**src/sbfm_pkg.sv**
```systemverilog
/*
  Package for the side-band force-enable mask block: register offsets,
  field layout, reset values and the carrier structs.
  Assumes nothing of its surroundings beyond a SystemVerilog compiler.
*/
`default_nettype none

package sbfm_pkg;

  // ********************************************************************
  // Register map
  // ********************************************************************
  localparam logic [7:0] SBFM_OFFSET_OUTPUTS_8_15 = 8'h09;
  localparam logic [7:0] SBFM_OFFSET_OUTPUTS_16_19 = 8'h0a;
  localparam logic [7:0] SBFM_RESET_OUTPUTS_8_15 = 8'h00;
  localparam logic [3:0] SBFM_RESET_OUTPUTS_16_19 = 4'h0;
  localparam logic [3:0] SBFM_RESERVED_READ = 4'h0;

  // ********************************************************************
  // Field layout
  // ********************************************************************
  localparam int SBFM_FIRST_OUTPUT_LOW = 8;
  localparam int SBFM_FIRST_OUTPUT_HIGH = 16;
  localparam int SBFM_LOW_BITS = 8;
  localparam int SBFM_HIGH_BITS = 4;
  localparam int SBFM_OUTPUTS = 12;

  // One register access from the SMBus engine.
  typedef struct packed {
    logic wr;
    logic rd;
    logic [7:0] addr;
    logic [7:0] wdata;
  } sbfm_access_t;

  // Read answer back to the SMBus engine.
  typedef struct packed {
    logic hit;
    logic [7:0] rdata;
  } sbfm_answer_t;

endpackage

`default_nettype wire

```
**src/sbfm_enable_cell.sv**
```systemverilog
/*
  One output's enable combiner: in side-band mode the side-band enable ORed with its mask bit, otherwise on,
  registered so that the output enable changes only on a clock edge.
  Assumes the side-band enable arrives already synchronised to clk.
*/
`default_nettype none

module sbfm_enable_cell
  import sbfm_pkg::*;
(
  // Clock, reset and enable.
  input wire logic clk,
  input wire logic reset,
  input wire logic clk_en,
  // Inputs.
  input wire logic sideband_mode,
  input wire logic sideband_en,
  input wire logic mask_bit,
  // Output.
  output logic enable_out
);

  // ********************************************************************
  // Registered combine
  // ********************************************************************
  // Registering avoids a combinational glitch when mask and side-band
  // enable change in the same cycle.
  always_ff @(posedge clk) begin
    if (reset) begin
      enable_out <= 1'b0;
    end else if (clk_en) begin
      if (sideband_mode) begin
        enable_out <= sideband_en | mask_bit;
      end else begin
        enable_out <= 1'b1;
      end
    end
  end

endmodule

`default_nettype wire

```
**src/sbfm_mask_regs.sv**
```systemverilog
/*
  Side-band force-enable masks for clock outputs 8 to 19: two SMBus
  registers and the per-output effective enables they steer.
  Assumes an SMBus engine on clk presents one access per cycle, and that
  side-band enables for outputs 8 to 19 come from a shift register on clk.
  The side-band enable pin is asynchronous and is synchronised here.
*/
`default_nettype none

module sbfm_mask_regs
  import sbfm_pkg::*;
#(
  parameter int OUTPUTS = SBFM_OUTPUTS
) (
  // Clock, reset and enable.
  input wire logic clk,
  input wire logic reset,
  input wire logic clk_en,
  // SMBus register access.
  input wire sbfm_access_t access,
  output sbfm_answer_t answer,
  // Side-band inputs.
  input wire logic sideband_enable_pin,
  input wire logic [OUTPUTS-1:0] sideband_out_en,
  // Effective enables for outputs 8 to 19, bit 0 is output 8.
  output logic [OUTPUTS-1:0] clock_output_n_en,
  // Mask contents seen as outputs, bit 0 is output 8.
  output logic [OUTPUTS-1:0] force_mask
);

  // ********************************************************************
  // Elaboration check
  // ********************************************************************
  if (OUTPUTS != SBFM_LOW_BITS + SBFM_HIGH_BITS) begin : g_bad
    $error("OUTPUTS must equal the twelve mapped mask bits.");
  end

  // ********************************************************************
  // Pin synchroniser
  // ********************************************************************
  logic sb_meta_reg;
  logic sb_sync_reg;

  // Two flops on the asynchronous pin; only the second is read.
  always_ff @(posedge clk) begin
    if (reset) begin
      sb_meta_reg <= 1'b0;
      sb_sync_reg <= 1'b0;
    end else if (clk_en) begin
      sb_meta_reg <= sideband_enable_pin;
      sb_sync_reg <= sb_meta_reg;
    end
  end

  // ********************************************************************
  // Mask registers
  // ********************************************************************
  logic [7:0] mask_low_reg;
  logic [3:0] mask_high_reg;

  // Host writes land here; the upper nibble at Ah has no storage.
  always_ff @(posedge clk) begin
    if (reset) begin
      mask_low_reg <= SBFM_RESET_OUTPUTS_8_15;
      mask_high_reg <= SBFM_RESET_OUTPUTS_16_19;
    end else if (clk_en && access.wr) begin
      if (access.addr == SBFM_OFFSET_OUTPUTS_8_15) begin
        mask_low_reg <= access.wdata;
      end
      if (access.addr == SBFM_OFFSET_OUTPUTS_16_19) begin
        mask_high_reg <= access.wdata[3:0];
      end
    end
  end

  // ********************************************************************
  // Read path
  // ********************************************************************
  // Reads answer one cycle later; unmapped offsets answer with hit low
  // and zero data so the SMBus engine can NACK them.
  always_ff @(posedge clk) begin
    if (reset) begin
      answer <= '0;
    end else if (clk_en) begin
      answer <= '0;
      if (access.rd) begin
        if (access.addr == SBFM_OFFSET_OUTPUTS_8_15) begin
          answer.hit <= 1'b1;
          answer.rdata <= mask_low_reg;
        end else if (access.addr == SBFM_OFFSET_OUTPUTS_16_19) begin
          answer.hit <= 1'b1;
          answer.rdata <= {SBFM_RESERVED_READ, mask_high_reg};
        end
      end
    end
  end

  // Bit 0 of the vector is output 8; output 19 sits at the top.
  logic [OUTPUTS-1:0] mask_vec;
  assign mask_vec = {mask_high_reg, mask_low_reg};

  always_ff @(posedge clk) begin
    if (reset) begin
      force_mask <= '0;
    end else if (clk_en) begin
      force_mask <= mask_vec;
    end
  end

  // ********************************************************************
  // Per-output enable combine
  // ********************************************************************
  // The side-band pin high selects side-band mode; low hands output
  // control to SMBus and the enable pins, modelled here as enabled.
  for (genvar i = 0; i < OUTPUTS; i++) begin : g_out
    sbfm_enable_cell u_cell (
      .clk(clk),
      .reset(reset),
      .clk_en(clk_en),
      .sideband_mode(sb_sync_reg),
      .sideband_en(sideband_out_en[i]),
      .mask_bit(mask_vec[i]),
      .enable_out(clock_output_n_en[i])
    );
  end

  // ********************************************************************
  // Checks
  // ********************************************************************
  // Tied to the read itself, so a frozen answer cannot trip it.
  a_reserved_zero : assert property (@(posedge clk)
    disable iff (reset)
    (clk_en && access.rd && access.addr == SBFM_OFFSET_OUTPUTS_16_19)
    |=> answer.hit && answer.rdata[7:4] == SBFM_RESERVED_READ)
    else $error("Reserved mask bits read nonzero.");

  a_force_enable : assert property (@(posedge clk)
    disable iff (reset)
    (clk_en && sb_sync_reg && mask_vec[0]) |=> clock_output_n_en[0])
    else $error("Forced output 8 not enabled.");

  a_sideband_defer : assert property (@(posedge clk)
    disable iff (reset)
    (clk_en && sb_sync_reg && !mask_vec[11] && !sideband_out_en[11])
    |=> !clock_output_n_en[11])
    else $error("Output 19 enabled without cause.");

  a_low_write : assert property (@(posedge clk)
    disable iff (reset)
    (clk_en && access.wr && access.addr == SBFM_OFFSET_OUTPUTS_8_15)
    |=> mask_low_reg == $past(access.wdata))
    else $error("Mask 9h write lost.");

  a_high_write : assert property (@(posedge clk)
    disable iff (reset)
    (clk_en && access.wr && access.addr == SBFM_OFFSET_OUTPUTS_16_19)
    |=> mask_high_reg == $past(access.wdata[3:0]))
    else $error("Mask Ah write lost.");

  // A read with no write in the same cycle returns the contents held before it.
  a_read_low : assert property (@(posedge clk)
    disable iff (reset)
    (clk_en && access.rd && access.addr == SBFM_OFFSET_OUTPUTS_8_15
     && !access.wr) |=> answer.hit && answer.rdata == $past(mask_low_reg))
    else $error("Mask 9h read wrong.");

  a_read_high : assert property (@(posedge clk)
    disable iff (reset)
    (clk_en && access.rd && access.addr == SBFM_OFFSET_OUTPUTS_16_19)
    |=> answer.rdata == {4'h0, $past(mask_high_reg)})
    else $error("Mask Ah read wrong.");

  a_unmapped_read : assert property (@(posedge clk)
    disable iff (reset)
    (clk_en && access.rd && access.addr != SBFM_OFFSET_OUTPUTS_8_15 &&
     access.addr != SBFM_OFFSET_OUTPUTS_16_19) |=> !answer.hit)
    else $error("Unmapped read answered.");

  // Every forced output is on, whatever its side-band enable says.
  a_force_all : assert property (@(posedge clk)
    disable iff (reset)
    (clk_en && sb_sync_reg) |=>
      (clock_output_n_en & $past(mask_vec)) == $past(mask_vec))
    else $error("A forced output was left off.");

  // In side-band mode each enable is exactly side-band OR mask.
  a_enable_combine : assert property (@(posedge clk)
    disable iff (reset)
    (clk_en && sb_sync_reg) |=>
      clock_output_n_en == ($past(sideband_out_en) | $past(mask_vec)))
    else $error("Effective enable differs from side-band OR mask.");

  // Outside side-band mode the masks have no effect at all.
  a_mode_off : assert property (@(posedge clk)
    disable iff (reset)
    (clk_en && !sb_sync_reg) |=> clock_output_n_en == '1)
    else $error("Output off outside side-band mode.");

  // The mask copy output trails the registers by exactly one cycle.
  a_mask_copy : assert property (@(posedge clk)
    disable iff (reset)
    clk_en |=> force_mask == $past(mask_vec))
    else $error("Mask copy output out of step.");

  // A read answer stands for one enabled cycle only, so a stale hit cannot
  // be mistaken for the answer to a later access.
  a_answer_once : assert property (@(posedge clk)
    disable iff (reset)
    (clk_en && !access.rd) |=> !answer.hit && answer.rdata == 8'h00)
    else $error("Read answer held past its cycle.");

  // A low clock enable freezes both masks, host writes included.
  a_freeze_masks : assert property (@(posedge clk)
    disable iff (reset)
    !clk_en |=> $stable(mask_low_reg) && $stable(mask_high_reg))
    else $error("Mask changed while clock enable was low.");

  // Reset clears masks, answer and enables by the following edge.
  a_reset_clear : assert property (@(posedge clk)
    reset |=> mask_low_reg == SBFM_RESET_OUTPUTS_8_15 &&
      mask_high_reg == SBFM_RESET_OUTPUTS_16_19 &&
      !answer.hit && clock_output_n_en == '0)
    else $error("Reset left state behind.");

endmodule

`default_nettype wire

```
**config.mk**
```make
export PLATFORM = sky130hd
export DESIGN_NAME = sbfm_mask_regs
export DESIGN_NICKNAME = d
export VERILOG_FILES = /design/src/sbfm_pkg.sv /design/src/sbfm_enable_cell.sv /design/src/sbfm_mask_regs.sv
export SDC_FILE = /design/constraint.sdc
export NUM_CORES = 1
export LEC_CHECK = 0
export ABC_AREA = 1
export ABC_CLOCK_PERIOD_IN_PS = 2700
export BUFFER_PORTS_ARGS = -buffer_cell sky130_fd_sc_hd__buf_2
export CAP_MARGIN = 40
export CORE_UTILIZATION = 40
export DETAILED_ROUTE_END_ITERATION = 8
export GPL_TIMING_DRIVEN = 0
export PLACE_DENSITY = 0.69
export SKIP_LAST_GASP = 1
export SLEW_MARGIN = 30
export SYNTH_ARGS = -nofsm -noshare
export SYNTH_HDL_FRONTEND = slang
export SYNTH_HIERARCHICAL = 1
export SYNTH_SLANG_ARGS = --single-unit
```
**constraint.sdc**
```tcl
create_clock -name clk -period 2.7 [get_ports clk]
set_input_delay 0.54 -clock clk [delete_from_list [all_inputs] [get_ports clk]]
set_output_delay 0.54 -clock clk [all_outputs]
set_load 0.02 [all_outputs]
```
==> run summary, run 1 <==
CP max-delay cell: buf_2
Max transition margin: 67.94%
Register area share after synthesis: 46.59%
Clock Latency Late Sink: 0.30 ns
Wirelength, routed: 4.707 mm
Area contributors post-synth: dfxtp_1 47%, nand2_1 12%, nor2_1 12%, inv_1 6.5%, o21ai_0 4.7%
All-Layer GR Usage: 19.51%
Startpoint types: input pin
DRT antenna net count: 0
Hold Slack: 0.4542 ns
Die X: 73.06 microns
Pwr Total: 1.328 mW
DR pass1 iterations: 4
Tcrit/Tclk final: 56.59%
Worst-margin pin slew: 0.4809 ns
Most common cell in the netlist: nand2_1
Avg WL per Cell: 11.00 microns
Fmax: 654.5 MHz
Net Sw Frac: 26.04%
IO buf count: 66
First-pass GRT wire length: 7.852 mm
Vias in the first global route: 1694
Final core utilization: 52.92%
Die height: 73.06 microns
Post-CTS Hold Buffers: 0
EDFF count, synth: 0
Synth Flop Type: dfxtp_1
Reg area: 940.9 sq um
Synth warn: 6
Share of flip-flops with an asynchronous set or reset: 0%
Initial Util: 42.20%
DPL Wire Length: 3.378 mm
Vias: 1933
Synth area leader: dfxtp_1
Most instantiated cells after synthesis: 67 x nand2_1, 62 x nor2_1, 47 x dfxtp_1, 35 x inv_1, 19 x o21ai_0
Vias per inst: 4.516
Int Power: 982.0 uW
Lkg Pwr: 1.284 nW
Gate power share: 11.5%
CP Cell Sequence: buf_2 > buf_4 > nand2_2 > inv_1 > nand3_4 > inv_2 > nand2_1 > a21oi_1
Place WS: 0.8625 ns
PwrDens: 524.3 nW/um^2
Clock-pin slew on the worst setup and hold paths: 0.09 ns
Final setup skew: 0.006960 ns
Setup TNS: 0 ns
Diode count: 0
Max_cap viols: 0
Clock Root Buffer: clkbuf_8
Seq pwr share: 54.7%
Overflow after GRT: 0
DRC: 0
DIE AREA: 5337 sq um
Bufs on Longest Clock Path: 2
RSZ-0062 raised after global routing: false
Worst VDD drop: 0.3565 mV
Initial DRC count: 89
CP Max Fanout: 25
Netlist cell types: 19
Num rows: 25
Clock share of power: 33.8%
Min setup slack post-route: 1.172 ns
Min-Delay Path Class: in -> reg
Post_cts resized: 0
Initial antenna violation count: 0
Share of the synthesized area in the top cell type: 46.59%
Routability congestion estimate: 0.8435
Area of the multi-input gates: 889.6 sq um
CTS Buf Count: 5
Setup violators final: 0
Nets: 394
CP Class: in -> reg
Status: completed
Post-DP Area: 2434 sq um
Clock H-tree levels: 2
Top Registers: force_mask x12, g_out.u_cell/enable_out x12, answer x9
CP max stage delay: 0.37 ns
Post-Layout Cell Count: 428
IO Pins: 67
Arr. time, crit path: 1.76 ns
Avg Cell Area, Syn: 7.036 sq um
Post-Syn Instances: 287
Post-CTS setup buffers: 0
Share of layout cells above drive strength 1: 25.21%
Final hold viol count: 0
Layout fillers: 506
Final Critical Period: 1.528 ns
Mapped Nets: 321
Fin area: 2532 sq um
NetSw: 345.7 uW
Flop and latch count out of synthesis: 47
Final Max Tran Viols: 0
Cell count after placement: 420
CP Data Required Time: 2.93 ns
CTS sink cnt: 47
Core area: 4786 sq um
Synth-to-layout area growth: 25.40%
TritonCTS clock tree: built
Largest net degree at the start of global routing: 26
Post-Syn Area: 2019 sq um
CP endpoint kind: flop
[placed cells by master (no fill, tap or decap)]
master / instances
buf_2: 70
nand2_1: 67
nor2_1: 62
dfxtp_1: 47
inv_1: 35
o21ai_0: 19
a21oi_1: 18
o21bai_1: 12
nand3_1: 8
clkbuf_8: 6
inv_2: 3
nor2_4: 2
nand2_2: 2
clkbuf_1: 2
buf_6: 1
nor2_2: 1
buf_4: 1
nand3_4: 1
nand2_4: 1
nor2_8: 1
clkinv_4: 1
clkinvlp_4: 1
[power by group through the flow]
| stage | clock (mW) | sequential [mW] | combinational [mW] |
|---|---|---|---|
| after floorplan | 0 | 0.767 | 0.0645 |
| after global placement | 0 | 0.743 | 0.152 |
| after detailed placement | 0 | 0.744 | 0.153 |
| after CTS | 0.462 | 0.727 | 0.154 |
| after global routing | 0.490 | 0.731 | 0.171 |
| final | 0.449 | 0.727 | 0.152 |
[per-layer routing]
layer | global-route usage [%] | vias to the layer above | routed length, microns
met5 | 0 | - | 0
met3 | 5.387 | 7 | 327
li1 | - | 1029 | -
met4 | 6.536 | 0 | 69
met1 | 25.71 | 831 | 2288
met2 | 30.76 | 66 | 2021
[logic make-up after synthesis]
kind of cell           count (synthesis)  share of synthesized area (%)
AOI/OAI and AO/OA                     49                          13.63
buffers and inverters                 46                          9.356
and+or+nand+nor                      145                          30.42
DFF                                   47                          46.59
[cell type report]
| class | instances | share of cell area, % |
|---|---|---|
| timing repair buffer | 66 | 13.04 |
| clock inverter | 2 | 0.6423 |
| sequential | 47 | 37.15 |
| tap | 67 | 3.310 |
| multi-input combinational | 194 | 35.13 |
| buffer | 8 | 1.828 |
| clock buffer | 6 | 3.261 |
| inverter | 38 | 5.632 |
[worst max-delay path, delay by kind of cell]
kind	cells	cell delay, ns
buf+inv	4	0.82
simple gates	3	0.27
compound gates	1	0.12
[final timing paths]
path	from	slack, ns	to	cells past startpoint
worst max register to register	sb_sync_reg$_SDFFE_PP0P_	1.75	g_out[10].u_cell/enable_out$_SDFFE_PP0P_	3
worst min-delay path	access[4]	0.45	mask_low_reg[4]$_SDFFE_PP0P_	3
worst min register to register	answer[6]$_SDFFE_PP0P_	0.47	answer[6]$_SDFFE_PP0P_	2
worst max-delay path	clk_en	1.17	mask_high_reg[0]$_SDFFE_PP0P_	8
No activity file was read; power rests on OpenSTA's default activity.
==> run 2: changes to the inputs <==
Settings changed: ABC_AREA 1 to 0, ABC_CLOCK_PERIOD_IN_PS 2700 to 1550.
Clock period 2.7 ns to 1.55 ns, I/O delays scaled along.
==> run 2 against run 1 <==
Net effect: core utilization up 1.1 points; via count down 14%; worst setup slack worse by 1.0 ns; die area down 4.9%; count of clock-buffer cells in the layout down 1; design area down 4.6%; the run now ends with design-rule violations left; synthesized cell count down 32%; highest routed layer unchanged; sequential power up 72%.
==> run summary, run 2 <==
Final setup skew: 0.005851 ns (-0.001108 ns)
EDFF count, synth: 0 (unchanged)
Final Max Tran Viols: 0 (unchanged)
Most frequent cells in the layout: 67 x buf_2, 47 x dfxtp_1, 26 x nor2_1
Vias per inst: 5.211 (+15%)
CP endpoint kind: flop
Synth-to-layout area growth: 25.96%
CP Max Fanout: 20 (-20%)
First-pass GRT wire length: 7.369 mm (-6.2%)
Nets: 300 (-24%)
Worst-margin pin slew: 0.5063 ns (+0.02548 ns)
TritonCTS clock tree: built
Largest net degree at the start of global routing: 27 (+3.8%)
Vias in the first global route: 1526 (-9.9%)
Tcrit/Tclk final: 89.91%
DPL Wire Length: 3.158 mm (-6.5%)
Min setup slack post-route: 0.1563 ns (-1.016 ns)
Most common cell in the netlist: dfxtp_1
Core area: 4474 sq um (-6.5%)
Pwr Total: 2.352 mW (+77%)
Synth Flop Type: dfxtp_1
Setup TNS: 0 ns (unchanged)
Clock Latency Late Sink: 0.31 ns (about the same)
CTS sink cnt: 47 (unchanged)
Min-Delay Path Class: in -> reg
Final hold viol count: 0 (unchanged)
Max_cap viols: 0 (unchanged)
CTS Buf Count: 5 (unchanged)
Reg area: 940.9 sq um (unchanged)
Post-CTS setup buffers: 0 (unchanged)
Failing checks: design-rule violations
Share of the synthesized area in the top cell type: 49.05% (+2.5 points)
Status: finished with violations
Bufs on Longest Clock Path: 2 (unchanged)
RSZ-0062 raised after global routing: false
Place WS: -0.2265 ns (-1.089 ns)
Setup violators final: 0 (unchanged)
All-Layer GR Usage: 18.96% (-0.55 points)
Vias: 1657 (-14%)
Worst VDD drop: 0.5019 mV (+41%)
PwrDens: 973.6 nW/um^2 (+86%)
Synth warn: 6 (unchanged)
Clock-pin slew on the worst setup and hold paths: 0.09 ns (about the same)
Die height: 71.25 microns (-2.5%)
DRT antenna net count: 0 (unchanged)
Overflow after GRT: 0 (unchanged)
Share of flip-flops with an asynchronous set or reset: 0% (unchanged)
Wirelength, routed: 4.482 mm (-4.8%)
Netlist cell types: 23 (+4)
Top Registers: force_mask x12, g_out.u_cell/enable_out x12, answer x9
Area of the multi-input gates: 927.1 sq um (+4.2%)
Initial antenna violation count: 0 (unchanged)
IO Pins: 67 (unchanged)
Avg Cell Area, Syn: 9.887 sq um (+41%)
Most instantiated cells after synthesis: 47 x dfxtp_1, 26 x nor2_1, 22 x mux2i_1, 21 x nand2b_1, 13 x nor4bb_1
IO buf count: 66 (unchanged)
Routability congestion estimate: 0.7411 (-12%)
Post-Syn Instances: 194 (-32%)
Fmax: 717.5 MHz
Arr. time, crit path: 1.58 ns (-0.18 ns)
DRC: 6 (+6)
Max transition margin: 65.99% (-2.0 points)
CP Data Required Time: 1.73 ns (-1.20 ns)
CP Class: in -> reg
DIE AREA: 5076 sq um (-4.9%)
Flop and latch count out of synthesis: 47 (unchanged)
Num rows: 24 (-4.0%)
Synth area leader: dfxtp_1
Most common cell after layout, fill and taps aside: buf_2
Avg WL per Cell: 14.09 microns (+28%)
Mapped Nets: 228 (-29%)
Share of layout cells above drive strength 1: 29.32% (+4.1 points)
Register area share after synthesis: 49.05% (+2.5 points)
Layout fillers: 435 (-14%)
Diode count: 0 (unchanged)
Post_cts resized: 0 (unchanged)
Post-CTS Hold Buffers: 0 (unchanged)
Initial DRC count: 89 (unchanged)
Lkg Pwr: 1.057 nW (-18%)
DR pass1 iterations: 6 (+2)
Clock H-tree levels: 2 (unchanged)
Clock Root Buffer: clkbuf_8
Initial Util: 42.87% (+0.67 points)
Die X: 71.25 microns (-2.5%)
Final Critical Period: 1.394 ns
Startpoint types: input pin
Post-Syn Area: 1918 sq um (-5.0%)
Area contributors post-synth: dfxtp_1 49%, mux2i_1 11%, nand2b_1 6.8%, nor4bb_1 6.8%, nor2_1 5.1%
run 2: cell types whose count changed after synthesis, moves of 9 or more:
cell / before / now
nor2_1: 62 / 26
mux2i_1: 0 / 22
nand2_1: 67 / 9
o21bai_1: 12 / 0
a21oi_1: 18 / 9
o21ai_0: 19 / 0
nor4bb_1: 0 / 13
inv_1: 35 / 1
nand2b_1: 0 / 21
nor3_1: 0 / 12
run 2: power breakdown:
group / internal (mW) / switching, mW
logic: 0.0928 / 0.126
registers: 1.23 / 0.0133
clock network: 0.471 / 0.417
total: 1.80 / 0.556
run 2: layout make-up:
class	count	share of cell area [%]
Inverter	1	0.1554
Clock inverter	2	1.554
Sequential cell	47	38.94
Multi-Input combinational cell	137	38.37
Clock buffer	5	2.848
Timing Repair Buffer	66	13.67
Buffer	8	1.761
Tap cell	52	2.693
run 2: path summary, 6_finish.rpt:
kind | from | end | slack [ns] | cells after the start
setup / recovery | reset | answer[3]$_SDFFE_PP0P_ | 0.16 | 4
hold / removal | sideband_enable_pin | sb_meta_reg$_SDFFE_PP0P_ | 0.25 | 3
setup reg to reg | sb_sync_reg$_SDFFE_PP0P_ | g_out[5].u_cell/enable_out$_SDFFE_PP0P_ | 0.42 | 2
hold reg to reg | answer[8]$_SDFFE_PP0P_ | answer[8]$_SDFFE_PP0P_ | 0.47 | 2
run 2: metal layers:
layer | global-route usage, % | part of all wire (%) | vias to the layer above
met4 | 6.667 | 0.83 | 0
met2 | 29.10 | 45 | 49
met5 | 0 | 0 | -
li1 | - | - | 835
met1 | 24.71 | 47 | 769
met3 | 6.892 | 6.7 | 4
run 2: cell families (layout without fill, tap and decap cells):
logic type	after synthesis	after routing	share of synthesized area, %
compound gates	18	18	6.197
flops	47	47	49.05
mux	22	22	11.48
simple gates	97	97	30.66
buf+inv	10	82	2.609
run 2: critical path, stage by stage:
cell,delay [ns]
buf_2,0.30
clkbuf_1,0.40
clkbuf_1,0.43
o32ai_1,0.13
run 2: metrics by stage:
stage / hold WS, ns / std cells / cell area (sq um) / utilization [%]
3_5_place_dp: 0.4536 / 312 / 2313 / 51.71
5_1_grt: 0.2654 / 318 / 2416 / 54.00
2_1_floorplan: 0.3893 / 194 / 1918 / -
4_1_cts: 0.2407 / 319 / 2420 / 54.08
3_3_place_gp: 0.4503 / 312 / 2313 / 51.71
6_report: 0.2454 / 318 / 2416 / 54.00
